==> src/verilog/adcc_pkg.sv <==
// Package for the conversion control block: offsets, fields, states.
// Assumes a 32-bit APB bus on pclk and a converter core on the same clock.
package adcc_pkg;
    // ------------------------------------------------------------
    // Register byte offsets
    // ------------------------------------------------------------
    localparam logic [7:0] OFS_CTRL_STATUS = 8'h00; // Channel, mode, flag
    localparam logic [7:0] OFS_CMP_TRIG = 8'h04; // Compare, trigger, active
    localparam logic [7:0] OFS_RES_HIGH = 8'h08; // Result bits 9:8
    localparam logic [7:0] OFS_RES_LOW = 8'h0C; // Result bits 7:0
    localparam logic [7:0] OFS_CMP_VALUE = 8'h10; // 10-bit compare level
    localparam logic [7:0] OFS_CONFIG = 8'h14; // Conversion mode
    localparam logic [7:0] OFS_IRQ_STATUS = 8'h18; // Sticky events, write 1
    localparam logic [7:0] OFS_IRQ_MASK = 8'h1C; // Event mask
    // ------------------------------------------------------------
    // Field positions
    // ------------------------------------------------------------
    localparam int BIT_COMPLETE = 7; // Complete flag in first register
    localparam int BIT_IRQ_EN = 6; // Complete interrupt enable
    localparam int BIT_CONT = 5; // Continuous enable
    localparam int BIT_ACTIVE = 7; // Active flag in second register
    localparam int BIT_TRIG = 6; // Trigger select
    localparam int BIT_CMP_EN = 5; // Compare enable
    localparam int BIT_CMP_POL = 4; // Compare polarity
    localparam int BIT_MODE_LO = 2; // Mode field low bit in config
    // ------------------------------------------------------------
    // Codes and reset values
    // ------------------------------------------------------------
    localparam logic [4:0] CH_OFF = 5'h1F; // Converter off, input isolated
    localparam logic [4:0] CH_LAST_INPUT = 5'h1B; // Input 27
    localparam logic [4:0] CH_RESERVED = 5'h1C; // Reserved code
    localparam logic [4:0] CH_REF_HIGH = 5'h1D; // High reference
    localparam logic [4:0] CH_REF_LOW = 5'h1E; // Low reference
    localparam logic [1:0] MODE_8BIT = 2'h0; // 8-bit conversion
    localparam logic [1:0] MODE_10BIT = 2'h2; // 10-bit conversion
    localparam logic [4:0] RST_CHANNEL = 5'h1F; // Off after reset
    localparam logic [1:0] RST_MODE = 2'h0; // 8-bit after reset
    localparam logic [9:0] RST_CMP_VALUE = 10'h000; // Compare level reset
    localparam logic [7:0] RST_BYTE = 8'h00; // Generic byte reset
    // ------------------------------------------------------------
    // Types
    // ------------------------------------------------------------
    typedef enum logic [1:0] {
        ADCC_IDLE = 2'b01, // Low power, waiting for a trigger
        ADCC_CONV = 2'b10 // Converter running
    } adcc_state_e;
    // Channel decode result
    typedef struct packed {
        logic is_input; // One of inputs 0 to 27
        logic is_ref_high; // High reference
        logic is_ref_low; // Low reference
        logic is_reserved; // Reserved code
        logic is_off; // Converter off
    } adcc_chan_s;
    // Request to the analog converter core
    typedef struct packed {
        logic power; // Converter powered up
        logic start; // One-cycle start pulse
        logic abort; // One-cycle abort pulse
        logic [4:0] channel; // Selected channel code
        logic [1:0] mode; // Conversion mode code
    } adcc_core_req_s;
    // Answer from the analog converter core
    typedef struct packed {
        logic done; // One-cycle completion pulse
        logic [9:0] data; // Raw 10-bit result
    } adcc_core_rsp_s;
endpackage

==> src/verilog/adcc_top.sv <==
// Conversion control and status logic with an APB register slave.
// Assumes the converter core and the trigger source run on pclk.
//
// Overview of operation
// - Control write aborts, restarts with software trigger select unless channel off
// - Compare off: flag set every completion
// - Compare on: flag set only if true
// - Control write or low read clears flag
// - Flag set with enable raises interrupt while the mask bit is set
// - Continuous bit: one or repeated conversions
// - Five-bit channel code decoded
// - All-ones channel powers off, no extra
// - Single mode idles low power after completion
// - Active flag tracks conversion in progress
// - Trigger select: software write or hardware
// - Compare enable bit turns compare on
// - Polarity: below, or greater or equal
// - Hardware trigger starts on hw_trigger_in while idle
// - Results update unless compare fails
// - Mode code 00 8-bit, 10 10-bit
//
// The APB register port and the placing of the registers are this design's own decisions.
module adcc_top
(
    input wire logic pclk,
    input wire logic presetn,
    input wire logic psel,
    input wire logic penable,
    input wire logic pwrite,
    input wire logic [31:0] paddr,
    input wire logic [31:0] pwdata,
    output logic [31:0] prdata,
    output logic pready,
    output logic pslverr,
    input wire logic hw_trigger_in,
    input wire adcc_pkg::adcc_core_rsp_s core_rsp,
    output adcc_pkg::adcc_core_req_s core_req,
    output logic conv_irq
);
    import adcc_pkg::*;

    // ------------------------------------------------------------
    // Shared helpers
    // ------------------------------------------------------------
    // Classify a channel code
    function automatic adcc_chan_s decode_channel(input logic [4:0] code);
        adcc_chan_s d;
        d = '0;
        d.is_input = (code <= CH_LAST_INPUT);
        d.is_reserved = (code == CH_RESERVED);
        d.is_ref_high = (code == CH_REF_HIGH);
        d.is_ref_low = (code == CH_REF_LOW);
        d.is_off = (code == CH_OFF);
        return d;
    endfunction

    // ------------------------------------------------------------
    // Register state
    // ------------------------------------------------------------
    logic [4:0] channel_select; // Channel field
    logic continuous_enable; // Repeat after trigger
    logic complete_irq_enable; // Complete interrupt enable
    logic conv_complete_flag; // Read-only complete flag
    logic trigger_select; // 0 software, 1 hardware
    logic compare_enable; // Compare function on
    logic compare_polarity; // 0 below, 1 at or above
    logic [9:0] compare_value; // Compare level
    logic [1:0] conv_mode; // Mode field
    logic [1:0] result_high_bits; // Result bits 9:8
    logic [7:0] result_low_byte; // Result bits 7:0
    logic irq_status; // Sticky complete event
    logic irq_mask; // Event mask
    adcc_state_e state; // Sequencer state
    logic [4:0] next_channel_select;
    logic next_continuous_enable;
    logic next_complete_irq_enable;
    logic next_conv_complete_flag;
    logic next_trigger_select;
    logic next_compare_enable;
    logic next_compare_polarity;
    logic [9:0] next_compare_value;
    logic [1:0] next_conv_mode;
    logic [1:0] next_result_high_bits;
    logic [7:0] next_result_low_byte;
    logic next_irq_status;
    logic next_irq_mask;
    adcc_state_e next_state;
    logic [31:0] next_prdata;

    // ------------------------------------------------------------
    // Bus decode
    // ------------------------------------------------------------
    logic access; // Access phase of a transfer
    logic wr; // Write taking effect now
    logic rd; // Read taking effect now
    logic mapped; // Address hits a register
    logic wr_ctrl; // Write to the first control register
    logic [9:0] scaled; // Result in the selected width
    logic [9:0] cmp_level; // Compare level in that width
    logic cmp_true; // Compare condition
    logic accept; // Completion that updates results
    logic start_now; // Start a conversion this cycle

    assign access = psel & penable;
    assign wr = access & pwrite;
    assign rd = access & ~pwrite;
    assign mapped = (paddr[31:5] == '0) && (paddr[1:0] == 2'h0);
    assign wr_ctrl = wr && mapped && (paddr[7:0] == OFS_CTRL_STATUS);
    // Zero wait states; unmapped addresses answer with an error
    assign pready = 1'b1;
    assign pslverr = access & ~mapped;

    // ------------------------------------------------------------
    // Compare and result scaling
    // ------------------------------------------------------------
    // 8-bit mode keeps the top eight bits right-justified
    always_comb
    begin
        if (conv_mode == MODE_10BIT)
        begin
            scaled = core_rsp.data;
            cmp_level = compare_value;
        end
        else
        begin
            scaled = {2'h0, core_rsp.data[9:2]};
            cmp_level = {2'h0, compare_value[7:0]};
        end
    end

    // Condition checked on the finished result first
    assign cmp_true = compare_polarity ? (scaled >= cmp_level)
                                       : (scaled < cmp_level);
    // Accept unless compare is on and false
    assign accept = (state == ADCC_CONV) && core_rsp.done
                    && (!compare_enable || cmp_true);

    // ------------------------------------------------------------
    // Sequencer
    // ------------------------------------------------------------
    // Decide whether a conversion begins this cycle
    always_comb
    begin
        adcc_chan_s ch;
        ch = decode_channel(wr_ctrl ? pwdata[4:0] : channel_select);
        start_now = 1'b0;
        if (ch.is_off)
        begin
            start_now = 1'b0;
        end
        else if (wr_ctrl)
        begin
            // Software trigger starts on the write itself
            start_now = !trigger_select;
        end
        else if (state == ADCC_IDLE)
        begin
            start_now = trigger_select && hw_trigger_in;
        end
        else if (core_rsp.done)
        begin
            start_now = continuous_enable;
        end
    end

    // State follows start, completion and abort
    always_comb
    begin
        next_state = state;
        unique case (state)
            ADCC_IDLE:
            begin
                if (start_now)
                    next_state = ADCC_CONV;
            end
            ADCC_CONV:
            begin
                if (start_now)
                    next_state = ADCC_CONV;
                else if (wr_ctrl || core_rsp.done)
                    next_state = ADCC_IDLE;
            end
        endcase
    end

    // Requests to the converter core
    always_comb
    begin
        core_req = '0;
        core_req.power = (state == ADCC_CONV);
        core_req.start = start_now;
        core_req.abort = wr_ctrl && (state == ADCC_CONV);
        core_req.channel = wr_ctrl ? pwdata[4:0] : channel_select;
        core_req.mode = conv_mode;
    end

    // ------------------------------------------------------------
    // Register updates
    // ------------------------------------------------------------
    // Next values of all software-visible state except the sequencer state
    always_comb
    begin
        next_channel_select = channel_select;
        next_continuous_enable = continuous_enable;
        next_complete_irq_enable = complete_irq_enable;
        next_conv_complete_flag = conv_complete_flag;
        next_trigger_select = trigger_select;
        next_compare_enable = compare_enable;
        next_compare_polarity = compare_polarity;
        next_compare_value = compare_value;
        next_conv_mode = conv_mode;
        next_result_high_bits = result_high_bits;
        next_result_low_byte = result_low_byte;
        next_irq_status = irq_status;
        next_irq_mask = irq_mask;
        if (wr && mapped)
        begin
            unique case (paddr[7:0])
                OFS_CTRL_STATUS:
                begin
                    next_channel_select = pwdata[4:0];
                    next_continuous_enable = pwdata[BIT_CONT];
                    next_complete_irq_enable = pwdata[BIT_IRQ_EN];
                end
                OFS_CMP_TRIG:
                begin
                    // Bits 3:0 ignored; software keeps them zero
                    next_trigger_select = pwdata[BIT_TRIG];
                    next_compare_enable = pwdata[BIT_CMP_EN];
                    next_compare_polarity = pwdata[BIT_CMP_POL];
                end
                OFS_CMP_VALUE:
                    next_compare_value = pwdata[9:0];
                OFS_CONFIG:
                    next_conv_mode = pwdata[BIT_MODE_LO +: 2];
                OFS_IRQ_STATUS:
                    next_irq_status = irq_status & ~pwdata[0];
                OFS_IRQ_MASK:
                    next_irq_mask = pwdata[0];
                default:
                    next_irq_mask = irq_mask; // Result registers read-only
            endcase
        end
        // Clear on control write or low result read
        if (wr_ctrl || (rd && mapped && paddr[7:0] == OFS_RES_LOW))
            next_conv_complete_flag = 1'b0;
        // A completion in the same cycle wins over the clear
        if (accept)
        begin
            next_conv_complete_flag = 1'b1;
            next_result_high_bits = scaled[9:8];
            next_result_low_byte = scaled[7:0];
            // Event only counts while interrupts are enabled
            if (complete_irq_enable || (wr_ctrl && pwdata[BIT_IRQ_EN]))
                next_irq_status = 1'b1;
        end
    end

    // Read data captured in the setup phase
    always_comb
    begin
        next_prdata = '0;
        if (psel && !penable && !pwrite && mapped)
        begin
            unique case (paddr[7:0])
                OFS_CTRL_STATUS:
                    next_prdata[7:0] = {conv_complete_flag, complete_irq_enable,
                                        continuous_enable, channel_select};
                OFS_CMP_TRIG:
                    next_prdata[7:0] = {(state == ADCC_CONV), trigger_select,
                                        compare_enable, compare_polarity,
                                        4'h0};
                OFS_RES_HIGH:
                    next_prdata[1:0] = result_high_bits;
                OFS_RES_LOW:
                    next_prdata[7:0] = result_low_byte;
                OFS_CMP_VALUE:
                    next_prdata[9:0] = compare_value;
                OFS_CONFIG:
                    next_prdata[BIT_MODE_LO +: 2] = conv_mode;
                OFS_IRQ_STATUS:
                    next_prdata[0] = irq_status;
                OFS_IRQ_MASK:
                    next_prdata[0] = irq_mask;
                default:
                    next_prdata = '0;
            endcase
        end
        else if (access)
        begin
            next_prdata = prdata; // Hold through the access phase
        end
    end

    // ------------------------------------------------------------
    // Flip-flops
    // ------------------------------------------------------------
    // Register every next value
    always_ff @(posedge pclk or negedge presetn)
    begin
        if (!presetn)
        begin
            state <= ADCC_IDLE;
            channel_select <= RST_CHANNEL;
            continuous_enable <= 1'b0;
            complete_irq_enable <= 1'b0;
            conv_complete_flag <= 1'b0;
            trigger_select <= 1'b0;
            compare_enable <= 1'b0;
            compare_polarity <= 1'b0;
            compare_value <= RST_CMP_VALUE;
            conv_mode <= RST_MODE;
            result_high_bits <= 2'h0;
            result_low_byte <= RST_BYTE;
            irq_status <= 1'b0;
            irq_mask <= 1'b0;
            prdata <= 32'h0000_0000;
        end
        else
        begin
            state <= next_state;
            channel_select <= next_channel_select;
            continuous_enable <= next_continuous_enable;
            complete_irq_enable <= next_complete_irq_enable;
            conv_complete_flag <= next_conv_complete_flag;
            trigger_select <= next_trigger_select;
            compare_enable <= next_compare_enable;
            compare_polarity <= next_compare_polarity;
            compare_value <= next_compare_value;
            conv_mode <= next_conv_mode;
            result_high_bits <= next_result_high_bits;
            result_low_byte <= next_result_low_byte;
            irq_status <= next_irq_status;
            irq_mask <= next_irq_mask;
            prdata <= next_prdata;
        end
    end

    // Level interrupt while an unmasked event is pending
    assign conv_irq = irq_status & irq_mask;
endmodule

==> config.mk <==
export PLATFORM = sky130hd
export DESIGN_NAME = adcc_top
export DESIGN_NICKNAME = d
export VERILOG_FILES = /design/src/verilog/adcc_pkg.sv /design/src/verilog/adcc_top.sv
export SDC_FILE = /design/constraint.sdc
export NUM_CORES = 1
export LEC_CHECK = 0
export ABC_AREA = 1
export BUFFER_PORTS_ARGS = -buffer_cell sky130_fd_sc_hd__buf_4
export CAP_MARGIN = 10
export CORE_ASPECT_RATIO = 1.25
export CORE_MARGIN = 10
export CORE_UTILIZATION = 25
export DETAILED_ROUTE_END_ITERATION = 6
export GPL_TIMING_DRIVEN = 1
export PLACE_DENSITY = 0.53
export SLEW_MARGIN = 10
export SYNTH_ARGS = -nofsm -noshare
export SYNTH_HDL_FRONTEND = slang
export SYNTH_SLANG_ARGS = --single-unit
==> constraint.sdc <==
create_clock -name pclk -period 2.3 [get_ports pclk]
set_clock_uncertainty 0.15 [all_clocks]
set_input_delay 0.46 -clock pclk [delete_from_list [all_inputs] [get_ports pclk]]
set_output_delay 0.46 -clock pclk [all_outputs]
set_load 0.02 [all_outputs]
==> results.sh, run 1 <==
export IMPL_arrival_ps=2570
export IMPL_synth_cell_types=43
export IMPL_cts_tree="built"
export IMPL_clk_path_buf_depth=2
export IMPL_grt_max_degree=48
export IMPL_worst_slack_ps=-228.1
export IMPL_track_usage=0.1178
export IMPL_row_count=44
export IMPL_synth_warnings=0
export IMPL_cp_required_ps=2340
export IMPL_numCtsBuffers=5
export IMPL_hold_slack_ps=32.28
export IMPL_portBuffers=80
export IMPL_setup_violations_final=18
export IMPL_ios=126
export IMPL_netlist_top_cells_area="dfrtp_1 (34%), nand2_1 (13%), buf_4 (6.2%)"
export IMPL_drcViolationCount=0
export IMPL_synth_edf_count=0
export IMPL_rsz0062_at_grt="true"
export IMPL_core_mm2=0.01173
export IMPL_vias=3022
export IMPL_fmax_ghz=0.3955
export IMPL_drv_cap=0
export IMPL_worst_path_most_repeated_cell="nand2_2"
export IMPL_firstDrtPassIters=4
export IMPL_die_y_um=142.7
export IMPL_ys_flop_type="dfrtp_1"
export IMPL_cp_num_buf_inv=5
export IMPL_htree_levels=2
export IMPL_period_minus_slack_ps=2528
export IMPL_utilization=0.4209
export IMPL_placed_area_mm2=0.004010
export IMPL_ys_ff_latch=47
export IMPL_vdd_drop_max_mv=0.3205
export IMPL_grt_pass1_vias=3186
export IMPL_area_growth_pct=63.96
export IMPL_cts_hold_buf=0
export IMPL_hold_violations=0
export IMPL_die_area_mm2=0.01686
export IMPL_slew_limit_headroom=0.5901
export IMPL_drive_gt1_frac=0.4935
export IMPL_grt_remaining_overflow=0
export IMPL_final_common_cell="buf_4"
export IMPL_rrSetupSlack_ps=-230
export IMPL_die_x_um=118.2
export IMPL_cts_sinks=47
export IMPL_power_leakage_nw=2.451
export IMPL_syn_area_mm2=0.003010
export IMPL_worst_path_max_delay_cell="dfrtp_2"
export IMPL_fin_crit_sh=1.099
export IMPL_regArea_mm2=0.001186
export IMPL_p_per_area_mw_per_mm2=386.0
export IMPL_hpwl_mm=7.653
export IMPL_ant_nets=0
export IMPL_first_iter_violations=141
export IMPL_tns_ps=-3127
export IMPL_fill_cells=1167
export IMPL_worstSetupPathType="flip-flop to flip-flop"
export IMPL_routed_wl_mm=10.44
export IMPL_yosysTopAreaCellShare=0.3408
export IMPL_wire_per_inst_um=14.96
export IMPL_syn_area_per_cell_um2=7.799
export IMPL_clk_latency_ps=300
export IMPL_yosys_area_top_type="dfrtp_1"
export IMPL_nets=627
export IMPL_worst_path_largest_cell_delay_ps=410
export IMPL_grt_antenna_before_repair=0
export IMPL_ys_async_sr_fraction=1.000
export IMPL_clk_pin_slew_ps=80
export IMPL_worst_pin_slew_ps=614.9
export IMPL_critPathCaptureType="flip-flop"
export IMPL_violations="setup timing"
export IMPL_worstSetupStartpointType="flip-flop"
export IMPL_start_util=0.2567
export IMPL_yosysSeqAreaShare=0.3932
export IMPL_antenna_cells=0
export IMPL_hold_class="input pin to async pin"
export IMPL_crit_family="simple AND/OR/NAND/NOR gates"
export IMPL_design_area_mm2=0.004936
export IMPL_place_gp_congestion=0.8338
export IMPL_status="finished with violations"
export IMPL_cts_root_buf="clkbuf_16"
export IMPL_post_place_ws_ps=-315.0
export IMPL_crit_chain="inv_2 -> nor2_4 -> buf_12 -> buf_8 -> o21ai_2 -> ha_1 -> nand2_2 -> inv_2 -> a21boi_2 -> nand2_2 -> nand2_2 -> nand2_2 -> nand2_2 -> nand3_4 -> buf_6 -> nand3_2 -> nand2_1"
export IMPL_syn_inst=386
export IMPL_via_per_inst=4.330
export IMPL_crit_fanout=7
export IMPL_multiInputGateArea_mm2=0.001958
export IMPL_most_common_layout_cells="buf_4 (127), nand2_1 (86), dfrtp_1 (39)"
export IMPL_grt_pass1_wl_mm=16.33
export IMPL_drv_slew=0
## Yosys cell counts (2+ instances only)
master     number
nor3_1          3
o2111ai_1       7
dfrtp_1        41
nand2_1       107
clkinv_1        2
inv_1          40
o21ai_0        27
ha_1           10
nor2_1         33
dfstp_2         6
mux2_1          4
a21oi_1         6
buf_4          25
nor2_4          3
clkbuf_1        4
o21ai_1         3
conb_1          2
inv_2           2
a32o_1          2
a22o_1          6
nand4_1         4
nand3_1        18
nand2_2         7
nand2_4         5
## logic make-up after synthesis
family                     after synthesis  synth area share
buffers and inverters                   77            0.1305
adders and majority gates               10           0.04156
other                                    2          0.002495
DFF                                     47            0.3932
AOI/OAI and AO/OA                       56            0.1201
muxes                                    4           0.01496
and+or+nand+nor                        190            0.2972
## metal layers
layer,GRT usage,share of wire
met5,0,0
met4,0.03846,0.024
met2,0.2061,0.50
met3,0.03511,0.073
met1,0.1347,0.40
## stage by stage
step | power (mW) | std cells
2_1_floorplan | 0.9768 | 407
3_3_place_gp | 1.081 | 656
3_5_place_dp | 1.084 | 656
4_1_cts | 1.887 | 687
5_1_grt | 1.982 | 698
6_report | 1.905 | 698
## power breakdown
part / switching [mW] / internal, mW / total (mW)
sequential: 0.00580 / 0.836 / 0.842
clock: 0.354 / 0.415 / 0.769
combinational: 0.157 / 0.137 / 0.294
## state kept, by name, indices dropped and copies added, names as in the netlist, 2 cells and up
signal,flops
channel_select,5
compare_value,10
conv_mode,2
prdata,10
result_high_bits,2
result_low_byte,8
state,2
## area by class of cell
class                   count  area share
multi-input cells         284      0.3967
repair buffers            153      0.2558
flip-flops and latches     47      0.2403
well taps                 161     0.04081
inverters                  45     0.03549
clock buffers               5     0.02535
clock inverters             3    0.005577
## timing repair
| item | in CTS | in global routing |
|---|---|---|
| endpoints found under the setup margin | 19 | 19 |
| pin swaps | 14 | 27 |
| setup buffers | 21 | 14 |
| gates cloned | 2 | 0 |
| gates resized for setup | 71 | 47 |
## path summary, 6_finish.rpt
| path | startpoint | to | cells after the start |
|---|---|---|---|
| worst max-delay path | conv_mode[1] | result_low_byte[6] | 17 |
| worst min-delay path | presetn | result_high_bits[1] | 1 |
| worst max register to register | conv_mode[1] | result_low_byte[6] | 17 |
| worst min register to register | result_low_byte[4] | result_low_byte[4] | 2 |
| max in group asynchronous | presetn | conv_mode[1] | 1 |
| min in group pclk | pwdata[9] | compare_value[9] | 2 |
## worst reg2reg max path: stages (launching register included)
cell	delay (ps)
dfrtp_2	410
inv_2	80
nor2_4	40
buf_12	130
buf_8	130
o21ai_2	170
ha_1	270
nand2_2	110
inv_2	40
a21boi_2	130
nand2_2	60
nand2_2	90
nand2_2	70
nand2_2	100
nand3_4	130
buf_6	190
nand3_2	60
nand2_1	60
(Power assumes the default switching activity.)
==> run 2, diff against run 1 <==
--- a/config.mk
+++ b/config.mk
@@ -10,10 +10,10 @@
 export CAP_MARGIN = 10
 export CORE_ASPECT_RATIO = 1.25
 export CORE_MARGIN = 10
-export CORE_UTILIZATION = 25
+export CORE_UTILIZATION = 43
 export DETAILED_ROUTE_END_ITERATION = 6
-export GPL_TIMING_DRIVEN = 1
-export PLACE_DENSITY = 0.53
+export GPL_TIMING_DRIVEN = 0
+export PLACE_DENSITY = 0.77
 export SLEW_MARGIN = 10
 export SYNTH_ARGS = -nofsm -noshare
 export SYNTH_HDL_FRONTEND = slang
==> constraint.sdc (replaced) <==
create_clock -name pclk -period 3 [get_ports pclk]
set_clock_uncertainty 0.15 [all_clocks]
set_input_delay 0.6 -clock pclk [delete_from_list [all_inputs] [get_ports pclk]]
set_output_delay 0.6 -clock pclk [all_outputs]
set_load 0.02 [all_outputs]
==> run 2 against run 1 <==
Compared with the run above:
- the run now ends clean
- core utilization grew 16 points
- combinational power shrank 37%
- first-iteration DRC count grew 62%
- power shrank 32%
- critical path type is now input pin to output port
==> results.sh, run 2 (synthesis gave the netlist of run 1 again) <==
export IMPL_antenna_cells=0
export IMPL_drv_slew=0
export IMPL_ios=126
export IMPL_hold_class="input pin to async pin"
export IMPL_clk_pin_slew_ps=80
export IMPL_portBuffers=80
export IMPL_p_per_area_mw_per_mm2=323.1
export IMPL_die_y_um=113.5
export IMPL_hold_slack_ps=140.5
export IMPL_design_area_mm2=0.003993
export IMPL_worstSetupStartpointType="input pin"
export IMPL_cts_root_buf="clkbuf_8"
export IMPL_most_common_layout_cells="buf_4 (108), nand2_1 (105), dfrtp_1 (41)"
export IMPL_hold_violations=0
export IMPL_clk_latency_ps=300
export IMPL_slew_limit_headroom=0.6101
export IMPL_fmax_ghz=0.3510
export IMPL_track_usage=0.1526
export IMPL_cts_tree="built"
export IMPL_utilization=0.5793
export IMPL_grt_pass1_vias=2838
export IMPL_ant_nets=0
export IMPL_setup_violations_final=0
export IMPL_start_util=0.4368
export IMPL_critPathCaptureType="output port"
export IMPL_fin_crit_sh=0.9497
export IMPL_grt_antenna_before_repair=0
export IMPL_regArea_mm2=0.001184
export IMPL_routed_wl_mm=8.456
export IMPL_vias=2827
export IMPL_crit_fanout=6
export IMPL_drive_gt1_frac=0.3200
export IMPL_core_mm2=0.006892
export IMPL_via_per_inst=4.792
export IMPL_rsz0062_at_grt="false"
export IMPL_drv_cap=0
export IMPL_wire_per_inst_um=14.33
export IMPL_row_count=34
export IMPL_power_leakage_nw=2.213
export IMPL_grt_max_degree=48
export IMPL_first_iter_violations=229
export IMPL_worst_pin_slew_ps=584.8
export IMPL_clk_path_buf_depth=2
export IMPL_rr_worst_depth=16
export IMPL_top_regs="compare_value x10, prdata x10, result_low_byte x8"
export IMPL_area_growth_pct=32.63
export IMPL_drcViolationCount=0
export IMPL_final_common_cell="buf_4"
export IMPL_grt_pass1_wl_mm=13.40
export IMPL_worstSetupPathType="input pin to output port"
export IMPL_vdd_drop_max_mv=0.1885
export IMPL_cts_sinks=47
export IMPL_die_x_um=94.84
export IMPL_numCtsBuffers=5
export IMPL_multiInputGateArea_mm2=0.001540
export IMPL_period_minus_slack_ps=2849
export IMPL_arrival_ps=2100
export IMPL_place_gp_congestion=0.8491
export IMPL_die_area_mm2=0.01077
export IMPL_firstDrtPassIters=4
export IMPL_nets=590
export IMPL_hpwl_mm=6.964
export IMPL_placed_area_mm2=0.003802
export IMPL_htree_levels=2
export IMPL_status="finished, final reports clean"
export IMPL_cp_required_ps=2250
export IMPL_fill_cells=638
export IMPL_grt_remaining_overflow=0
run 2: cell count changes in the layout (fill, tap and decap cells not counted), moves of 12 or more:
cell     change
nand3_1     +12
nand2_2     -13
nand2_1     +19
buf_4       -19
buf_6       -21
run 2: worst paths after layout:
path / from / endpoint / slack, ps
max: paddr[5] / core_req[8] / 150
min: presetn / prdata[5] / 140
max reg2reg: conv_mode[0] / irq_status / 240
min reg2reg: result_low_byte[5] / result_low_byte[5] / 330
max in group asynchronous: presetn / irq_mask / 2150
min in group pclk: result_low_byte[5] / result_low_byte[5] / 330
run 2: timing repair:
action / CTS / global route
endpoints found under the setup margin: 12 / 13
gates cloned: 0 / 0
gates resized for setup: 3 / 16
hold buffers: 0 / 0
setup buffers: 2 / 5
pin swaps: 1 / 10
run 2: worst max-delay path, stage by stage:
cell	delay, ps
buf_4	120
or2_1	210
nor2_2	90
nand2_2	90
nor2_8	160
nand3_4	140
buf_8	180
nand2_2	60
nand2_2	60
nand3_2	90
nor2_4	50
nor2_4	110
buf_6	120
run 2: metal layers:
layer,share of wire,GRT usage
met1,0.38,0.1664
met5,0,0
met3,0.062,0.03222
met4,0.020,0.05100
met2,0.54,0.2817
run 2: power by group:
group	switching (mW)	leakage, nW	total [mW]	internal [mW]
logic	0.0983	1.60	0.186	0.0880
registers	0.00406	0.558	0.645	0.641
clock network	0.209	0.0524	0.459	0.250
run 2: layout make-up:
type / count / share of cell area
repair buffers: 87 / 0.1639
plain buffers: 30 / 0.05610
multi-input cells: 283 / 0.3858
inverters: 45 / 0.04293
flip-flops and latches: 47 / 0.2965
well taps: 90 / 0.02820
clock buffers: 7 / 0.01912
clock inverters: 1 / 0.007521
run 2: per-stage QoR:
step	setup WS (ps)	instances	total power, mW	TNS [ps]
5_1_grt	0.02198	590	1.335	0
2_1_floorplan	252.6	407	0.7476	0
3_5_place_dp	-91.70	577	0.8381	-714.3
6_report	151.0	590	1.290	0
4_1_cts	5.199	586	1.289	0
3_3_place_gp	-21.42	577	0.8343	-21.42
==> run 3, diff against run 2 <==
--- a/config.mk
+++ b/config.mk
@@ -8,7 +8,6 @@
 export ABC_AREA = 1
 export BUFFER_PORTS_ARGS = -buffer_cell sky130_fd_sc_hd__buf_4
 export CAP_MARGIN = 10
-export CORE_ASPECT_RATIO = 1.25
 export CORE_MARGIN = 10
 export CORE_UTILIZATION = 43
 export DETAILED_ROUTE_END_ITERATION = 6
==> run 3 against run 2 <==
Compared with the run above:
- via count increased by 1.5%
- critical path depth increased by 1
- final cell count increased by 2.0%
- global-route usage about the same
- count of clock-buffer cells in the layout unchanged
- largest power group unchanged
- combinational power about the same
- largest cell class unchanged
==> results.sh, run 3 (synthesis gave the netlist of run 1 again) <==
export IMPL_portBuffers=80
export IMPL_clk_path_buf_depth=2
export IMPL_die_area_mm2=0.01075
export IMPL_p_per_area_mw_per_mm2=316.0
export IMPL_place_gp_congestion=0.8794
export IMPL_hold_violations=0
export IMPL_clk_latency_ps=300
export IMPL_worst_path_largest_cell_delay_ps=240
export IMPL_antenna_cells=0
export IMPL_worst_path_most_repeated_cell="nor2_4"
export IMPL_routed_wl_mm=8.632
export IMPL_die_y_um=103.7
export IMPL_cts_root_buf="clkbuf_8"
export IMPL_setup_violations_final=0
export IMPL_worstSetupPathType="input pin to output port"
export IMPL_via_per_inst=4.766
export IMPL_drv_cap=0
export IMPL_fmax_ghz=0.3442
export IMPL_area_growth_pct=35.54
export IMPL_grt_pass1_vias=2830
export IMPL_crit_family="simple AND/OR/NAND/NOR gates"
export IMPL_ios=126
export IMPL_top_regs="compare_value x10, prdata x10, result_low_byte x8"
export IMPL_clk_pin_slew_ps=90
export IMPL_drive_gt1_frac=0.3300
export IMPL_row_count=30
export IMPL_start_util=0.4431
export IMPL_firstDrtPassIters=5
export IMPL_hold_slack_ps=149.3
export IMPL_final_common_cell="buf_4"
export IMPL_track_usage=0.1529
export IMPL_rr_worst_depth=16
export IMPL_grt_remaining_overflow=0
export IMPL_most_common_layout_cells="buf_4 (113), nand2_1 (104), dfrtp_1 (41)"
export IMPL_r2r_start="conv_mode[1]"
export IMPL_worstSetupStartpointType="input pin"
export IMPL_cts_tree="built"
export IMPL_vias=2869
export IMPL_crit_fanout=6
export IMPL_grt_antenna_before_repair=0
export IMPL_hpwl_mm=6.865
export IMPL_utilization=0.6006
export IMPL_hold_class="input pin to async pin"
export IMPL_die_x_um=103.7
export IMPL_power_leakage_nw=2.259
export IMPL_r2r_end="irq_status"
export IMPL_crit_chain="buf_4 -> nor2_4 -> nand2_4 -> nor3_4 -> buf_6 -> nand3_4 -> buf_8 -> nand2_2 -> nand2_2 -> nand3_2 -> nor2_4 -> nor2_4 -> buf_4 -> buf_6"
export IMPL_cp_required_ps=2250
export IMPL_htree_levels=2
export IMPL_critPathCaptureType="output port"
export IMPL_vdd_drop_max_mv=0.1759
export IMPL_nets=596
export IMPL_arrival_ps=2160
export IMPL_period_minus_slack_ps=2905
export IMPL_worst_pin_slew_ps=597.4
export IMPL_grt_pass1_wl_mm=13.82
export IMPL_wire_per_inst_um=14.34
export IMPL_numCtsBuffers=5
export IMPL_status="finished, final reports clean"
export IMPL_cp_num_buf_inv=5
export IMPL_first_iter_violations=279
export IMPL_cts_sinks=47
export IMPL_rrSetupSlack_ps=270
export IMPL_ant_nets=0
export IMPL_crit_start="paddr[0]"
export IMPL_slew_limit_headroom=0.6017
export IMPL_drcViolationCount=0
export IMPL_grt_max_degree=48
export IMPL_worst_path_max_delay_cell="nor3_4"
export IMPL_drv_slew=0
export IMPL_fin_crit_sh=0.9684
export IMPL_core_mm2=0.006794
[run 3: worst reg2reg max path: cells and delay by family (launching register included)]
kind            cells  cell delay (ps)
fa+ha+maj           1              300
compound gates      2              490
simple gates        9              740
flops               1              410
buf+inv             4              520
[run 3: power by group]
part	switching (mW)	internal, mW
sequential	0.00405	0.641
clock	0.207	0.250
combinational	0.0998	0.0887
total	0.311	0.979
[run 3: how the worst max path moves through the flow]
stage | to | slack [ps] | cells past startpoint
floorplan | core_req[8] | 250 | 13
global placement | core_req[8] | -20 | 15
detailed placement | core_req[8] | -50 | 12
CTS | core_req[8] | 0.9 | 14
global route | core_req[8] | -10 | 14
finish | core_req[8] | 90 | 14
[run 3: routing by layer]
layer	vias up	share of wire	track usage	wire [um]
li1	1435	-	-	-
met1	1320	0.44	0.1952	3765
met2	100	0.49	0.2563	4231
met3	14	0.057	0.03160	492
met4	0	0.016	0.03777	142
met5	-	0	0	0
[run 3: final cells by class]
cell class / count / area (um2)
timing repair buffer: 92 / 715.7
inverter: 45 / 170.2
buffer: 31 / 231.5
clock inverter: 1 / 30.03
fill: 632 / 2714
multi-input combinational: 283 / 1553
tap: 96 / 120.1
sequential: 47 / 1184
clock buffer: 7 / 76.32
[run 3: per-stage QoR]
step                      TNS, ps  total power, mW  cell area [um2]  worst slack, ps  instances
after floorplan                 0           0.7476             3089            252.6        407
after global placement     -18.80           0.8343             3810           -18.80        583
after detailed placement   -52.91           0.8379             3810           -49.69        583
after CTS                       0            1.294             3934           0.8900        591
after global routing       -13.07            1.348             4080           -13.07        602
final                           0            1.289             4080            94.81        602
[run 3: repair_timing]
item,4_1_cts,5_1_grt
gates cloned,0,1
resized for setup,5,18
buffers inserted,1,10
endpoints found under the hold margin,0,0
pin swaps,1,8
hold buffers,0,0
endpoints found under the setup margin,12,13
